<file path="src/logic/baeq_pkg.sv">
// Package for the bus activity event qualifier.
// Assumes a 32-bit APB register bus and one 200 MHz clock.
package baeq_pkg;
  // Register byte offsets
  localparam logic [7:0] BAEQ_SEL_OFF    = 8'h00;
  localparam logic [7:0] BAEQ_CTRL_OFF   = 8'h04;
  localparam logic [7:0] BAEQ_COUNT_OFF  = 8'h08;
  localparam logic [7:0] BAEQ_STAT_OFF   = 8'h0C;
  localparam logic [7:0] BAEQ_MASK_OFF   = 8'h10;
  localparam logic [7:0] BAEQ_LAST_OFF   = 8'h14;
  // Selection register fields
  localparam int BAEQ_EVSEL_LSB  = 25;
  localparam int BAEQ_EVSEL_W    = 7;
  localparam int BAEQ_EMASK_LSB  = 9;
  localparam int BAEQ_EMASK_W    = 16;
  // Event-mask bit positions, relative to the mask field
  localparam int BAEQ_M_SELF     = 3;
  localparam int BAEQ_M_OWNED    = 4;
  localparam int BAEQ_M_FOREIGN  = 5;
  localparam int BAEQ_M_KIND_LSB = 0;
  localparam int BAEQ_M_SIZE_LSB = 2;
  // Event select codes
  localparam logic [6:0] BAEQ_EV_DATA  = 7'h17;
  localparam logic [6:0] BAEQ_EV_ALLOC = 7'h05;
  // Control register fields
  localparam int BAEQ_C_ENABLE = 0;
  localparam int BAEQ_C_EDGE   = 1;
  // Status bits
  localparam int BAEQ_S_OVF    = 0;
  localparam int BAEQ_S_EXCL   = 1;
  localparam int BAEQ_NSTAT    = 2;
  // Reset values
  localparam logic [31:0] BAEQ_SEL_RST  = 32'h0000_0000;
  localparam logic [1:0]  BAEQ_CTRL_RST = 2'h0;
  // Request size codes
  localparam logic [1:0] BAEQ_SZ_ZERO  = 2'h0;
  localparam logic [1:0] BAEQ_SZ_ONE   = 2'h1;
  localparam logic [1:0] BAEQ_SZ_EIGHT = 2'h3;
  // Request kind codes
  typedef enum logic [1:0] {
    BAEQ_K_READ, BAEQ_K_READ_INV, BAEQ_K_WRITE, BAEQ_K_WRITEBACK
  } baeq_kind_t;
endpackage : baeq_pkg

</file>
<file path="src/logic/baeq_edge.sv">
// Rising-edge detector for one qualified event level.
// Assumes a synchronous level input.
`timescale 1ns/1ps
`default_nettype none
module baeq_edge (
  // Clock and reset
  input  wire logic clk,
  input  wire logic reset,
  // Event
  input  wire logic level,
  output logic      rise
);
  logic prev_q;
  logic prev_d;

  always_comb begin
    prev_d = level;
  end

  always_ff @(posedge clk) begin
    if (reset) begin
      prev_q <= 1'b0;
    end else begin
      prev_q <= prev_d;
    end
  end

  assign rise = level & ~prev_q;
endmodule : baeq_edge
`default_nettype wire

</file>
<file path="src/logic/baeq_alloc_match.sv">
// Queue allocation filter against the kind and size mask encodings.
// Assumes allocation attributes valid with the allocation strobe.
`timescale 1ns/1ps
`default_nettype none
module baeq_alloc_match
  import baeq_pkg::*;
(
  // Programmed encodings
  input  wire logic [1:0] want_kind,
  input  wire logic [1:0] want_size,
  // Observed allocation
  input  wire logic       alloc,
  input  wire logic [1:0] kind,
  input  wire logic [1:0] size,
  output logic            hit
);
  logic size_legal;

  always_comb begin
    size_legal = (size == BAEQ_SZ_ZERO) || (size == BAEQ_SZ_ONE) ||
                 (size == BAEQ_SZ_EIGHT);
    hit = alloc && size_legal && (kind == want_kind) &&
          (size == want_size);
  end
endmodule : baeq_alloc_match
`default_nettype wire

</file>
<file path="src/logic/baeq_top.sv">
// Bus activity event qualifier with its event counter behind APB.
// Assumes bus observation inputs synchronous to clk.
//
// Functional notes
// - Count self-drive data bus reservations.
// - Self-drive indication lasts two clocks, full lines.
// - Count reservations for data this processor samples.
// - Owned indication lasts two clocks, full lines.
// - Count reservations for data not sampled here.
// - Foreign indication two or four clocks.
// - Owned and foreign conditions are exclusive.
// - Count queue allocations matching the mask.
// - Mask field bits 24:9; low bits kind.
// - Mask bits 3:2 encode request size.
`timescale 1ns/1ps
`default_nettype none
module baeq_top
  import baeq_pkg::*;
#(
  parameter int CNT_W = 32
) (
  // Clock and reset
  input  wire logic        clk,
  input  wire logic        reset,
  // APB slave
  input  wire logic        psel,
  input  wire logic        penable,
  input  wire logic        pwrite,
  input  wire logic [7:0]  paddr,
  input  wire logic [31:0] pwdata,
  output logic [31:0]      prdata,
  output logic             pready,
  output logic             pslverr,
  // Observed data bus reservations
  input  wire logic        reserve_self_drive,
  input  wire logic        reserve_owned_sample,
  input  wire logic        reserve_foreign,
  // Observed queue allocations
  input  wire logic        queue_allocation_event,
  input  wire logic [1:0]  alloc_kind,
  input  wire logic [1:0]  alloc_size,
  // Interrupt
  output logic             irq
);
  import baeq_pkg::*;

  // Refuse counter widths below 2 or wider than the 32-bit read path
  if (CNT_W < 2 || CNT_W > 32) begin : g_cnt_w_check
    $error("CNT_W must be 2 to 32");
  end

  logic [31:0]            sel_q, sel_d;
  logic [1:0]             ctrl_q, ctrl_d;
  logic [CNT_W-1:0]       cnt_q, cnt_d;
  logic [BAEQ_NSTAT-1:0]  stat_q, stat_d;
  logic [BAEQ_NSTAT-1:0]  mask_q, mask_d;
  logic [2:0]             last_q, last_d;
  logic [31:0]            prdata_q, prdata_d;
  logic                   pready_q, pready_d;
  logic                   pslverr_q, pslverr_d;
  logic                   irq_q, irq_d;

  logic [BAEQ_EVSEL_W-1:0] evsel;
  logic [BAEQ_EMASK_W-1:0] emask;
  logic                    data_level, alloc_hit, qual, qual_rise;
  logic                    inc, excl_err, wr_acc, rd_acc, mapped;

  assign evsel = sel_q[BAEQ_EVSEL_LSB +: BAEQ_EVSEL_W];
  assign emask = sel_q[BAEQ_EMASK_LSB +: BAEQ_EMASK_W];

  baeq_alloc_match u_match (
    .want_kind (emask[BAEQ_M_KIND_LSB +: 2]),
    .want_size (emask[BAEQ_M_SIZE_LSB +: 2]),
    .alloc     (queue_allocation_event),
    .kind      (alloc_kind),
    .size      (alloc_size),
    .hit       (alloc_hit)
  );

  baeq_edge u_edge (
    .clk   (clk),
    .reset (reset),
    .level (qual),
    .rise  (qual_rise)
  );

  // Event qualification
  always_comb begin
    data_level = (emask[BAEQ_M_SELF]    & reserve_self_drive) |
                 (emask[BAEQ_M_OWNED]   & reserve_owned_sample) |
                 (emask[BAEQ_M_FOREIGN] & reserve_foreign);
    // Owned and foreign together is a bus fault; neither is counted
    excl_err = reserve_owned_sample & reserve_foreign;
    if (excl_err) begin
      data_level = emask[BAEQ_M_SELF] & reserve_self_drive;
    end
    case (evsel)
      BAEQ_EV_DATA:  qual = data_level;
      BAEQ_EV_ALLOC: qual = alloc_hit;
      default:       qual = 1'b0;
    endcase
    // Multi-clock indications count once in edge mode
    inc = ctrl_q[BAEQ_C_ENABLE] &
          (ctrl_q[BAEQ_C_EDGE] ? qual_rise : qual);
  end

  assign wr_acc = psel & penable & pwrite & ~pready_q;
  assign rd_acc = psel & penable & ~pwrite & ~pready_q;

  // Register file and counter
  always_comb begin
    sel_d    = sel_q;
    ctrl_d   = ctrl_q;
    cnt_d    = cnt_q;
    mask_d   = mask_q;
    stat_d   = stat_q;
    last_d   = {reserve_foreign, reserve_owned_sample, reserve_self_drive};
    mapped   = 1'b1;
    if (wr_acc) begin
      case (paddr)
        BAEQ_SEL_OFF:   sel_d  = pwdata;
        BAEQ_CTRL_OFF:  ctrl_d = pwdata[1:0];
        BAEQ_COUNT_OFF: cnt_d  = pwdata[CNT_W-1:0];
        BAEQ_STAT_OFF:  stat_d = stat_q & ~pwdata[BAEQ_NSTAT-1:0];
        BAEQ_MASK_OFF:  mask_d = pwdata[BAEQ_NSTAT-1:0];
        BAEQ_LAST_OFF:  mapped = 1'b1;
        default:        mapped = 1'b0;
      endcase
    end
    if (inc && !(wr_acc && paddr == BAEQ_COUNT_OFF)) begin
      cnt_d = cnt_q + {{(CNT_W-1){1'b0}}, 1'b1};
      if (&cnt_q) begin
        stat_d[BAEQ_S_OVF] = 1'b1;
      end
    end
    // Set wins over clear
    if (excl_err) begin
      stat_d[BAEQ_S_EXCL] = 1'b1;
    end
  end

  // APB answer, one wait state
  always_comb begin
    pready_d  = psel & penable & ~pready_q;
    pslverr_d = 1'b0;
    prdata_d  = 32'h0000_0000;
    if (rd_acc) begin
      case (paddr)
        BAEQ_SEL_OFF:   prdata_d = sel_q;
        BAEQ_CTRL_OFF:  prdata_d = {30'h0000_0000, ctrl_q};
        BAEQ_COUNT_OFF: prdata_d = 32'(cnt_q);
        BAEQ_STAT_OFF:  prdata_d = {30'h0000_0000, stat_q};
        BAEQ_MASK_OFF:  prdata_d = {30'h0000_0000, mask_q};
        BAEQ_LAST_OFF:  prdata_d = {29'h0000_0000, last_q};
        default:        pslverr_d = 1'b1;
      endcase
    end
    if (wr_acc && !mapped) begin
      pslverr_d = 1'b1;
    end
    irq_d = |(stat_d & mask_d);
  end

  always_ff @(posedge clk) begin
    if (reset) begin
      sel_q     <= BAEQ_SEL_RST;
      ctrl_q    <= BAEQ_CTRL_RST;
      cnt_q     <= '0;
      stat_q    <= '0;
      mask_q    <= '0;
      last_q    <= 3'h0;
      prdata_q  <= 32'h0000_0000;
      pready_q  <= 1'b0;
      pslverr_q <= 1'b0;
      irq_q     <= 1'b0;
    end else begin
      sel_q     <= sel_d;
      ctrl_q    <= ctrl_d;
      cnt_q     <= cnt_d;
      stat_q    <= stat_d;
      mask_q    <= mask_d;
      last_q    <= last_d;
      prdata_q  <= prdata_d;
      pready_q  <= pready_d;
      pslverr_q <= pslverr_d;
      irq_q     <= irq_d;
    end
  end

  assign prdata  = prdata_q;
  assign pready  = pready_q;
  assign pslverr = pslverr_q;
  assign irq     = irq_q;

  // Checks
  logic active_q;
  logic [CNT_W-1:0] cnt_p;
  always_ff @(posedge clk) begin
    active_q <= ~reset;
    cnt_p    <= cnt_q;
  end

  property p_self_count;
    @(posedge clk) disable iff (reset)
    (evsel == BAEQ_EV_DATA && ctrl_q == 2'h1 && emask[BAEQ_M_SELF] &&
     reserve_self_drive && !wr_acc) |=> (cnt_q == $past(cnt_q) + 1'b1);
  endproperty
  a_self_count: assert property (p_self_count)
    else $error("self-drive reservation not counted");

  property p_edge_once;
    @(posedge clk) disable iff (reset)
    (ctrl_q == 2'h3 && qual && $past(qual) && active_q && !wr_acc &&
     $stable(ctrl_q)) |=> (cnt_q == $past(cnt_q));
  endproperty
  a_edge_once: assert property (p_edge_once)
    else $error("held event counted twice in edge mode");

  property p_two_clock_once;
    @(posedge clk) disable iff (reset)
    (ctrl_q == 2'h3 && evsel == BAEQ_EV_DATA && emask[BAEQ_M_SELF] &&
     !qual && !wr_acc ##1 (reserve_self_drive && !wr_acc) [*2])
    |=> (cnt_q == $past(cnt_q, 2) + 1'b1);
  endproperty
  a_two_clock_once: assert property (p_two_clock_once)
    else $error("two-clock indication miscounted");

  property p_owned_count;
    @(posedge clk) disable iff (reset)
    (evsel == BAEQ_EV_DATA && ctrl_q == 2'h1 && emask == 16'h0010 &&
     reserve_owned_sample && !reserve_foreign && !wr_acc)
    |=> (cnt_q == $past(cnt_q) + 1'b1);
  endproperty
  a_owned_count: assert property (p_owned_count)
    else $error("owned reservation not counted");

  property p_foreign_count;
    @(posedge clk) disable iff (reset)
    (evsel == BAEQ_EV_DATA && ctrl_q == 2'h1 && emask == 16'h0020 &&
     reserve_foreign && !reserve_owned_sample && !wr_acc)
    |=> (cnt_q == $past(cnt_q) + 1'b1);
  endproperty
  a_foreign_count: assert property (p_foreign_count)
    else $error("foreign reservation not counted");

  property p_excl;
    @(posedge clk) disable iff (reset)
    (reserve_owned_sample && reserve_foreign) |=> stat_q[BAEQ_S_EXCL];
  endproperty
  a_excl: assert property (p_excl)
    else $error("exclusive violation not flagged");

  property p_alloc;
    @(posedge clk) disable iff (reset)
    (evsel == BAEQ_EV_ALLOC && ctrl_q == 2'h1 && !wr_acc &&
     queue_allocation_event && alloc_kind == emask[1:0] &&
     alloc_size == emask[3:2] && alloc_size != 2'h2)
    |=> (cnt_q == $past(cnt_q) + 1'b1);
  endproperty
  a_alloc: assert property (p_alloc)
    else $error("matching allocation not counted");

  property p_alloc_miss;
    @(posedge clk) disable iff (reset)
    (evsel == BAEQ_EV_ALLOC && !wr_acc && queue_allocation_event &&
     alloc_kind != emask[1:0]) |=> (cnt_q == cnt_p);
  endproperty
  a_alloc_miss: assert property (p_alloc_miss)
    else $error("non-matching allocation counted");

  property p_ready_pulse;
    @(posedge clk) disable iff (reset)
    pready_q |=> !pready_q;
  endproperty
  a_ready_pulse: assert property (p_ready_pulse)
    else $error("pready held longer than one cycle");

  property p_ready_answer;
    @(posedge clk) disable iff (reset)
    (psel && penable && !pready_q) |=> pready_q;
  endproperty
  a_ready_answer: assert property (p_ready_answer)
    else $error("access phase not answered after one wait state");

  property p_err_with_ready;
    @(posedge clk) disable iff (reset)
    pslverr_q |-> pready_q;
  endproperty
  a_err_with_ready: assert property (p_err_with_ready)
    else $error("pslverr raised without pready");

  property p_irq_level;
    @(posedge clk) disable iff (reset)
    active_q |-> (irq_q == |(stat_q & mask_q));
  endproperty
  a_irq_level: assert property (p_irq_level)
    else $error("interrupt level disagrees with status and mask");

  property p_ovf_set;
    @(posedge clk) disable iff (reset)
    (inc && (&cnt_q) && !(wr_acc && paddr == BAEQ_COUNT_OFF))
    |=> stat_q[BAEQ_S_OVF];
  endproperty
  a_ovf_set: assert property (p_ovf_set)
    else $error("counter wrap did not set overflow");

  property p_edge_rise;
    @(posedge clk) disable iff (reset)
    (ctrl_q == 2'h3 && qual && active_q && !$past(qual) && !wr_acc)
    |=> (cnt_q == $past(cnt_q) + 1'b1);
  endproperty
  a_edge_rise: assert property (p_edge_rise)
    else $error("rising event not counted in edge mode");

  property p_excl_none;
    @(posedge clk) disable iff (reset)
    (evsel == BAEQ_EV_DATA && ctrl_q == 2'h1 && !wr_acc &&
     reserve_owned_sample && reserve_foreign &&
     !(emask[BAEQ_M_SELF] && reserve_self_drive))
    |=> (cnt_q == $past(cnt_q));
  endproperty
  a_excl_none: assert property (p_excl_none)
    else $error("conflicting reservations were counted");

  property p_disabled;
    @(posedge clk) disable iff (reset)
    (!ctrl_q[BAEQ_C_ENABLE] && !wr_acc) |=> (cnt_q == $past(cnt_q));
  endproperty
  a_disabled: assert property (p_disabled)
    else $error("counter moved while disabled");

  property p_size_two;
    @(posedge clk) disable iff (reset)
    (evsel == BAEQ_EV_ALLOC && ctrl_q == 2'h1 && !wr_acc &&
     queue_allocation_event && alloc_size == 2'h2)
    |=> (cnt_q == $past(cnt_q));
  endproperty
  a_size_two: assert property (p_size_two)
    else $error("allocation with unused size code counted");

  property p_w1c;
    @(posedge clk) disable iff (reset)
    (wr_acc && paddr == BAEQ_STAT_OFF && pwdata[BAEQ_S_EXCL] && !excl_err)
    |=> !stat_q[BAEQ_S_EXCL];
  endproperty
  a_w1c: assert property (p_w1c)
    else $error("status bit not cleared by writing one");
endmodule : baeq_top
`default_nettype wire

</file>
<file path="config.mk">
export PLATFORM = sky130hd
export DESIGN_NAME = baeq_top
export DESIGN_NICKNAME = d
export VERILOG_FILES = /design/src/logic/baeq_pkg.sv /design/src/logic/baeq_edge.sv /design/src/logic/baeq_alloc_match.sv /design/src/logic/baeq_top.sv
export SDC_FILE = /design/constraint.sdc
export NUM_CORES = 1
export LEC_CHECK = 0
export BUFFER_PORTS_ARGS = -buffer_cell sky130_fd_sc_hd__buf_2
export CORE_ASPECT_RATIO = 0.75
export CORE_MARGIN = 2
export CORE_UTILIZATION = 55
export DETAILED_ROUTE_END_ITERATION = 12
export PLACE_DENSITY = 0.76
export SYNTH_ARGS = -nofsm -noshare
export SYNTH_HDL_FRONTEND = slang
export SYNTH_SLANG_ARGS = --single-unit
</file>
<file path="constraint.sdc">
create_clock -name clk -period 2.6 [get_ports clk]
set_input_delay 0.26 -clock clk [delete_from_list [all_inputs] [get_ports clk]]
set_output_delay 0.26 -clock clk [all_outputs]
set_load 0.1 [all_outputs]
</file>
# After elaboration in Yosys (flattened, before gate mapping)
# Cells that the tools add are included.
[word_totals]
regBits = 109
inputBits = 53
out_inout_bits = 35
wordCells = 84
[classes]
n_addsub = 1
eq_ne = 11
n_mux = 19
bitwise = 21
reduce_logical = 21
[op_table]
columns = ["operator", "count"]
rows = [
  ["$pmux 32 s6", 1],
  ["$mux 32", 3],
  ["$add 32x1->32 const B", 1],
  ["$reduce_and 32->1", 1],
  ["$eq 8x4->1 const B", 2],
  ["$eq 8x5->1 const B", 2],
  ["$and 1x1->1", 12],
  ["$mux 1", 10],
  ["$eq 8x3->1 const B", 1],
  ["$logic_not 8->1", 1],
  ["$mux 2", 4],
  ["$eq 7x3->1 const B", 1],
  ["$eq 7x5->1 const B", 1],
  ["$logic_and 1x1->1", 6],
  ["$reduce_and 2->1", 3],
  ["$reduce_or 6->1", 1],
  ["$and 2x2->2", 2],
  ["$eq 2x2->1", 2],
  ["$not 1->1", 4],
  ["$reduce_bool 2->1", 2],
  ["$reduce_or 2->1", 2],
  ["$eq 2x1->1 const B", 1],
  ["$eq 2x2->1 const B", 1],
  ["$logic_not 1->1", 2],
  ["5 further kinds", 7],
]

# Depth between registers and ports, before layout
# Gate-level depths: netlist of run 1.
[logic_depth]
ltp_word = 14
mapped_depth = 8
ltp_nobuf = 7

# Hierarchy
# Synthesis of run 1 repeated with hierarchy kept, for this count alone.
[unflattened]
hier_cells = 602
hier_area_um2 = 4998.5
[modules_own_cells]
columns = ["mod", "n_inst", "cells_per_inst", "area_per_inst_um2", "seq_area_each_um2"]
rows = [
  ["baeq_top", 1, 591, 4890.9, 2162.1],
  ["baeq_alloc_match", 1, 8, 60.1, 0.0],
  ["baeq_edge", 1, 3, 47.5, 20.0],
]

# Least setup slack after synthesis of run 1
# OpenSTA, ideal clock, no wires.
[synth_timing]
path_type = "register to register"
start = "reg pready_q, in the netlist pready"
end = "reg cnt_q[11]"
setup_time_ns = 0.070
arrival_ns = 2.081
t_required_ns = 2.530
slack_ns = 0.449
stages_incl_launch_ff = 7
n_path_buf = 1
period_less_slack_ns = 2.151
cell_sequence = "dfxtp_1 > nor3b_1 > and2_1 > clkbuf_1 > nor4b_1 > a32oi_1 > a21oi_1"
[synth_via]
elab_chain_cells = 7
word_cells_on_any_way = 9
cone_classes = "1 x mux; 2 x bitwise; 6 x reduce/logical"
[synth_lines]
columns = ["element", "line", "text"]
rows = [
  ["start, declared", "baeq_top.sv:59", "logic pready_q, pready_d;"],
  ["start signal, assigned", "baeq_top.sv:184", "pready_q <= pready_d;"],
  ["$not 1->1 (*)", "baeq_top.sv:107", "assign wr_acc = psel & penable & pwrite & ~pready_q;"],
  ["$and 1x1->1 (*)", "baeq_top.sv:107", ""],
  ["$logic_and 1x1->1", "baeq_top.sv:130", "if (inc && !(wr_acc && paddr == BAEQ_COUNT_OFF)) begin"],
  ["$logic_not 1->1", "baeq_top.sv:130", ""],
  ["$logic_and 1x1->1", "baeq_top.sv:130", ""],
  ["$reduce_bool 2->1 (no source line)", "--", ""],
  ["$reduce_and 2->1 (no source line)", "--", ""],
  ["end signal, assigned", "baeq_top.sv:179", "cnt_q <= cnt_d;"],
  ["end, declared", "baeq_top.sv:54", "logic [CNT_W-1:0] cnt_q, cnt_d;"],
]
# Every way passes the cells marked *; elsewhere a longest branch is shown, timed or not.
# A chain may end at the register's enable or synchronous reset.

# Worst setup path after layout of run 1
[layout_timing]
start = "reg sel_q[26]"
end = "reg cnt_q[26]"
[layout_via]
elab_chain_cells = 8
word_cells_on_any_way = 11
cone_classes = "2 x eq/ne; 3 x mux; 2 x bitwise; 4 x reduce/logical"
[layout_lines]
columns = ["element", "line", "text"]
rows = [
  ["start, declared", "baeq_top.sv:52", "logic [31:0] sel_q, sel_d;"],
  ["start signal, assigned", "baeq_top.sv:177", "sel_q <= sel_d;"],
  ["$eq 7x3->1 / $eq 7x5->1 (equally long branches)", "baeq_top.sv:97", "case (evsel)"],
  ["$pmux 1 s2 (*)", "baeq_top.sv:97", ""],
  ["$and 1x1->1", "baeq_edge.sv:28", "assign rise = level & ~prev_q;"],
  ["$mux 1 (*)", "baeq_top.sv:104", "(ctrl_q[BAEQ_C_EDGE] ? qual_rise : qual);"],
  ["$and 1x1->1 (*)", "baeq_top.sv:103", "inc = ctrl_q[BAEQ_C_ENABLE] &"],
  ["$logic_and 1x1->1 (*)", "baeq_top.sv:130", ""],
  ["$reduce_bool 2->1 (no source line)", "--", ""],
  ["$reduce_and 2->1 (no source line)", "--", ""],
]
# Marked as above.

==> impl_metrics.yaml, run 1 <==
worst_setup_path:
  cp.depth: 7
  path_cells: "or3b_4 -> a2111oi_4 -> a32oi_2 -> buf_4 -> nor4_2 -> xnor2_1 -> a211oi_1"
  end_kind: "flip-flop"
  crit_required_ns: 2.85
  r2r_start: "sel_q[26]"
  crit_path_top_delay_cell: "or3b_4"
  worstPathBufferInverterCount: 1
  max_stage_delay_ns: 0.42
  rr_endpoint: "cnt_q[26]"
  path_class: "reg2reg"
  reg2reg_depth: 7
  cp-start-kind: "flip-flop"
  critical_path.max_fanout: 14
  cp.arrival_ns: 2.67
  cp_top_family: "compound AO/OA/AOI/OAI gates"
  reg2reg_slack_ns: 0.18
  cp-endpoint: "cnt_q[26]"
  crit_path_start: "sel_q[26]"
global_routing:
  grt_overflow: 0
  grt_max_degree: 76
  grt_pass1_wl_mm: 21.1
  grt_util_all_layers_pct: 27.3
  first_global_vias: 4192
  grt_antenna_before_repair: 0
power:
  clockPowerShare_pct: 41.7
  powerDensity_mw_per_mm2: 539
  pwr-share-comb_pct: 4.3
  ir_drop_v: 0.000332
  p_int_mw: 2.38
  sw_frac_of_total_pct: 23.1
  seq_power_share_pct: 54.0
  power_switching_uw: 717
  cellLeakagePower_nw: 2.05
yosys:
  synth_edf_count: 0
  synth_xor_area_share_pct: 5.37
  synth_flop_cell: "dfxtp_1"
  ys_ff_latch: 109
  synth_warnings: 0
  synth-simple-area-share_pct: 27.1
  synthAdderAreaFrac_pct: 0.256
  syn-num-nets: 624
  synth_area_sq_mm: 0.00489
  synth_cell_types: 52
  synth_compound_area_share_pct: 16.7
  syn_area_per_cell_sq_um: 8.58
  synth_mux_area_share_pct: 2.05
  synth_top_family_by_area: "simple AND/OR/NAND/NOR gates"
  ys_async_sr_fraction_pct: 0
  syn_inst: 570
  seq_area_frac_synth_pct: 44.6
timing:
  layout_min_cycle_time_ns: 2.42
  timing.final.ws_setup_ns: 0.177
  period_share_pct: 93.2
  fin_tns_setup_ns: 0
  finClkSkew_ns: 0.00932
  worst_pin_slew_ns: 0.826
  relSlewSlack_pct: 44.9
  grt_setup_unrepaired: "no"
  slew_violations: 0
  finalSetupViolations: 0
  finalHoldViolCount: 0
  timing.fmax_mhz: 413
route:
  drc: 8
  drt_iter0_drc: 424
  ant_nets: 0
  wire_per_inst_um: 17.2
  viasPerCell: 5.95
  vias: 4539
  first_pass_iters: 10
  wirelength_mm: 13.1
layout:
  final_cell_mix: "dfxtp_1 (109), buf_2 (87), nand2_1 (84)"
  fin_nets: 704
  diodes: 0
  final_common_cell: "dfxtp_1"
  final_cell_area_sq_mm: 0.00576
  final_core_util_pct: 67.2
  areaGrowthSynthToFinish_pct: 17.7
  drive_gt1_share_pct: 22.7
cts:
  cts_resized: 0
  cts_tree: "done"
  clock_latency_ns: 0.35
  postCtsHoldBufs: 0
  cts_sinks: 109
  clk_pin_slew_ns: 0.08
  postCtsSetupBuffers: 0
  clock_path_buffers: 2
  numCtsBuffers: 9
  cts_root_buf: "clkbuf_16"
  htreeDepth: 3
placed_design:
  place_ws_ns: 0.222
  gp_congestion: 0.882
  placed_cell_area_sq_mm: 0.00548
  dp.final_hpwl_mm: 8.93
  io_buffers: 87
min_path:
  holdCritPathClass: "in2reg"
  hp-start: "pwdata[5]"
run:
  drv_cap: 0
floorplan:
  fp-row-count: 29
  die_w_um: 113
  initial_core_util_pct: 57.1
  ios: 88
  core_sq_mm: 0.00856
  die_area_sq_mm: 0.00967
  die_h_um: 85.7
outcome:
  status: "finished with violations"
  violations: "DRC"
## kinds of logic after synthesis
| family | after synthesis |
|---|---|
| AO/OA/AOI/OAI | 116 |
| XOR/XNOR | 30 |
| adder cells (fa/ha/maj) | 1 |
| buffers and inverters | 46 |
| flip-flops | 109 |
| multiplexers | 10 |
| AND/OR/NAND/NOR | 258 |
## worst min-delay path: cells and delay by family
kind                   cells  cell delay [ns]
buffers and inverters      1             0.11
AND/OR/NAND/NOR            1             0.05
AO/OA/AOI/OAI              1             0.05
## sequential cells by signal, summed over array words and instances, names as in the netlist
| register | flops |
|---|---|
| ctrl_q | 2 |
| pready | 1 |
| prdata | 32 |
| stat_q | 2 |
| u_edge.prev_q | 1 |
| irq | 1 |
| pslverr | 1 |
| sel_q | 32 |
| last_q | 3 |
| cnt_q | 32 |
| mask_q | 2 |
## layer usage
metal	wire length [um]	global-route usage [%]
met1	6060	39.4
met2	5810	41.7
met3	1080	5.80
met4	147	7.10
met5	0	0
## per-stage QoR
stage | hold slack [ns] | power, mW | std cells
global placement | 0.442 | 1.84 | 747
global route | 0.156 | 3.19 | 763
finish | 0.155 | 3.10 | 763
CTS | 0.154 | 3.11 | 763
detailed placement | 0.448 | 1.85 | 747
floorplan | 0.388 | 1.78 | 570
## Yosys cell counts (all sizes together), types with 4 or more instances
cell type	count	area share [%]
dfxtp	109	45
nor2b	5	0.64
and4	4	0.72
a21oi	38	3.9
clkbuf	33	2.5
nor3	18	1.8
and2	4	0.51
xnor2	27	4.8
nand2	86	6.7
mux2i	10	2.0
a211oi	32	5.0
buf	8	1.1
nor2	76	5.8
inv	5	0.38
nand4	11	1.4
nor4	15	3.9
a22oi	31	4.8
nand3	14	1.4
## layout make-up
class / count / area, sq um
Clock buffer: 11 / 233
Sequential cell: 109 / 2180
Inverter: 5 / 18.8
Tap cell: 108 / 135
Fill cell: 714 / 2810
Clock inverter: 5 / 43.8
Timing Repair Buffer: 110 / 621
Multi-Input combinational cell: 415 / 2520
## worst min-delay path by stage
stage               cells after the start        end
floorplan                               1  last_q[0]
global placement                        2  sel_q[18]
detailed placement                      2   sel_q[7]
CTS                                     3  sel_q[14]
global route                            3  sel_q[23]
finish                                  3   sel_q[5]
## power groups by stage
| stage | registers (mW) | logic (mW) | clock network [mW] |
|---|---|---|---|
| 3_5_place_dp | 1.71 | 0.130 | 0 |
| 3_3_place_gp | 1.71 | 0.129 | 0 |
| 4_1_cts | 1.68 | 0.131 | 1.30 |
| 6_report | 1.68 | 0.134 | 1.29 |
| 5_1_grt | 1.68 | 0.141 | 1.37 |
| 2_1_floorplan | 1.72 | 0.0520 | 0 |
Note: power is estimated with default switching activity, not from simulation.
==> run 2: changes to the inputs <==
Settings changed: CELL_PAD_IN_SITES_DETAIL_PLACEMENT set to 1, CELL_PAD_IN_SITES_GLOBAL_PLACEMENT set to 1, CORE_UTILIZATION 55 to 41.
==> run 2 against run 1 <==
The flow now finishes without violations. Highest routed layer unchanged. Design area grew 1.9%. Sequential share of layout area fell by 0.70 points. Count of clock-buffer cells in the layout increased by 1. Fmax rose by 1.1%. Cell count rose by 7.3%. Critical endpoint is now cnt_q[10].
==> impl_metrics.yaml, run 2 (synthesis gave the netlist of run 1 again) <==
outcome:
  status: "completed"
placed_design:
  io_buffers: 87
  gp_congestion: 0.837
  placed_cell_area_sq_mm: 0.00557
  dp.final_hpwl_mm: 10.7
timing:
  layout_min_cycle_time_ns: 2.40
  slew_violations: 0
  timing.fmax_mhz: 417
  grt_setup_unrepaired: "no"
  fin_hold_ws_ns: 0.146
  finClkSkew_ns: 0.00680
  finalSetupViolations: 0
  period_share_pct: 92.2
  worst_pin_slew_ns: 0.945
  finalHoldViolCount: 0
  relSlewSlack_pct: 37.0
  fin_tns_setup_ns: 0
worst_setup_path:
  crit_path_start: "sel_q[12]"
  reg2reg_depth: 7
  path_class: "reg2reg"
  cp-endpoint: "cnt_q[10]"
  cp.arrival_ns: 2.66
  r2r_start: "sel_q[12]"
  reg2reg_slack_ns: 0.20
  rr_endpoint: "cnt_q[10]"
  critical_path.max_fanout: 20
  cp-start-kind: "flip-flop"
  end_kind: "flip-flop"
  crit_required_ns: 2.86
cts:
  htreeDepth: 3
  clock_path_buffers: 2
  clk_pin_slew_ns: 0.07
  cts_root_buf: "clkbuf_16"
  cts_sinks: 109
  clock_latency_ns: 0.36
  cts_tree: "done"
  numCtsBuffers: 9
layout:
  final_cell_area_sq_mm: 0.00586
  drive_gt1_share_pct: 23.0
  final_core_util_pct: 50.5
  final_common_cell: "dfxtp_1"
  final_cell_mix: "dfxtp_1 (109), buf_2 (87), nand2_1 (84)"
  areaGrowthSynthToFinish_pct: 19.9
  diodes: 0
  fin_nets: 706
global_routing:
  grt_busiest_layer: "met2"
  grt_max_degree: 76
  gr-usage-met1_pct: 34.4
  grt_antenna_before_repair: 0
  grt_util_all_layers_pct: 24.7
  grt_overflow: 0
  grt_use_met3_pct: 5.43
  first_global_vias: 4729
  grt_pass1_wl_mm: 24.8
  grt_use_met2_pct: 39.3
power:
  powerDensity_mw_per_mm2: 543
  cellLeakagePower_nw: 2.08
  ir_drop_v: 0.000342
route:
  drt_iter0_drc: 268
  wire_per_inst_um: 18.7
  wirelength_mm: 15.3
  vias: 4503
  ant_nets: 0
  viasPerCell: 5.50
  drc: 0
  first_pass_iters: 4
floorplan:
  core_sq_mm: 0.0116
  die_area_sq_mm: 0.0128
  die_h_um: 98.6
  die_w_um: 130
  initial_core_util_pct: 42.1
  ios: 88
  fp-row-count: 34
min_path:
  whs_path_depth: 3
  holdCritPathClass: "in2reg"
run:
  drv_cap: 0
run 2: cell count changes in the layout (fill, tap and decap cells not counted), sizes merged:
cell,change
clkbuf,+1
inv,-2
buf,+2
bufinv,+1
run 2: through the flow:
stage,std cells,setup WS [ns],power [mW]
floorplan,570,0.449,1.78
global placement,802,0.215,1.85
finish,819,0.203,3.19
detailed placement,802,0.140,1.85
global route,819,0.00607,3.28
CTS,818,0.148,3.21
run 2: final cells by class:
class	instances	area, sq um
Sequential cell	109	2180
Clock buffer	12	236
Multi-Input combinational cell	415	2530
Fill cell	1421	5750
Inverter	5	18.8
Timing Repair Buffer	112	648
Tap cell	162	203
Clock inverter	4	48.8
run 2: critical path: stages, from the launching register on:
cell and delay, ns:
dfxtp_1 0.44, nand2b_1 0.10, a31o_2 0.27, a32oi_2 0.75
buf_12 0.26, nor3_1 0.08, xnor2_1 0.15, a211oi_1 0.25
run 2: repair_timing:
| item | in CTS | in global routing |
|---|---|---|
| hold endpoints to repair | 0 | 0 |
| endpoints found under the setup margin | 0 | 4 |
| gates resized for setup | 0 | 1 |
| hold buffers | 0 | 0 |
| setup buffers | 0 | 1 |
run 2: how the worst min path moves through the flow:
stage,start,to,slack (ns)
2_1_floorplan,reserve_self_drive,last_q[0],0.39
3_5_place_dp,sel_q[18],sel_q[18],0.45
4_1_cts,pwdata[22],sel_q[22],0.14
6_report,pwdata[23],sel_q[23],0.15
5_1_grt,pwdata[16],sel_q[16],0.15
3_3_place_gp,sel_q[18],sel_q[18],0.44
run 2: routing by layer:
layer | routed length [um] | up-vias
met3 | 908 | 10
met4 | 141 | 0
li1 | - | 2166
met5 | 0 | -
met1 | 7140 | 2204
met2 | 7150 | 123
run 2: power by group:
part / total (mW) / switching (mW) / internal [mW]
Clock: 1.37 / 0.625 / 0.748
Combinational: 0.137 / 0.0886 / 0.0481
Sequential: 1.68 / 0.00271 / 1.67
Total: 3.19 / 0.717 / 2.47
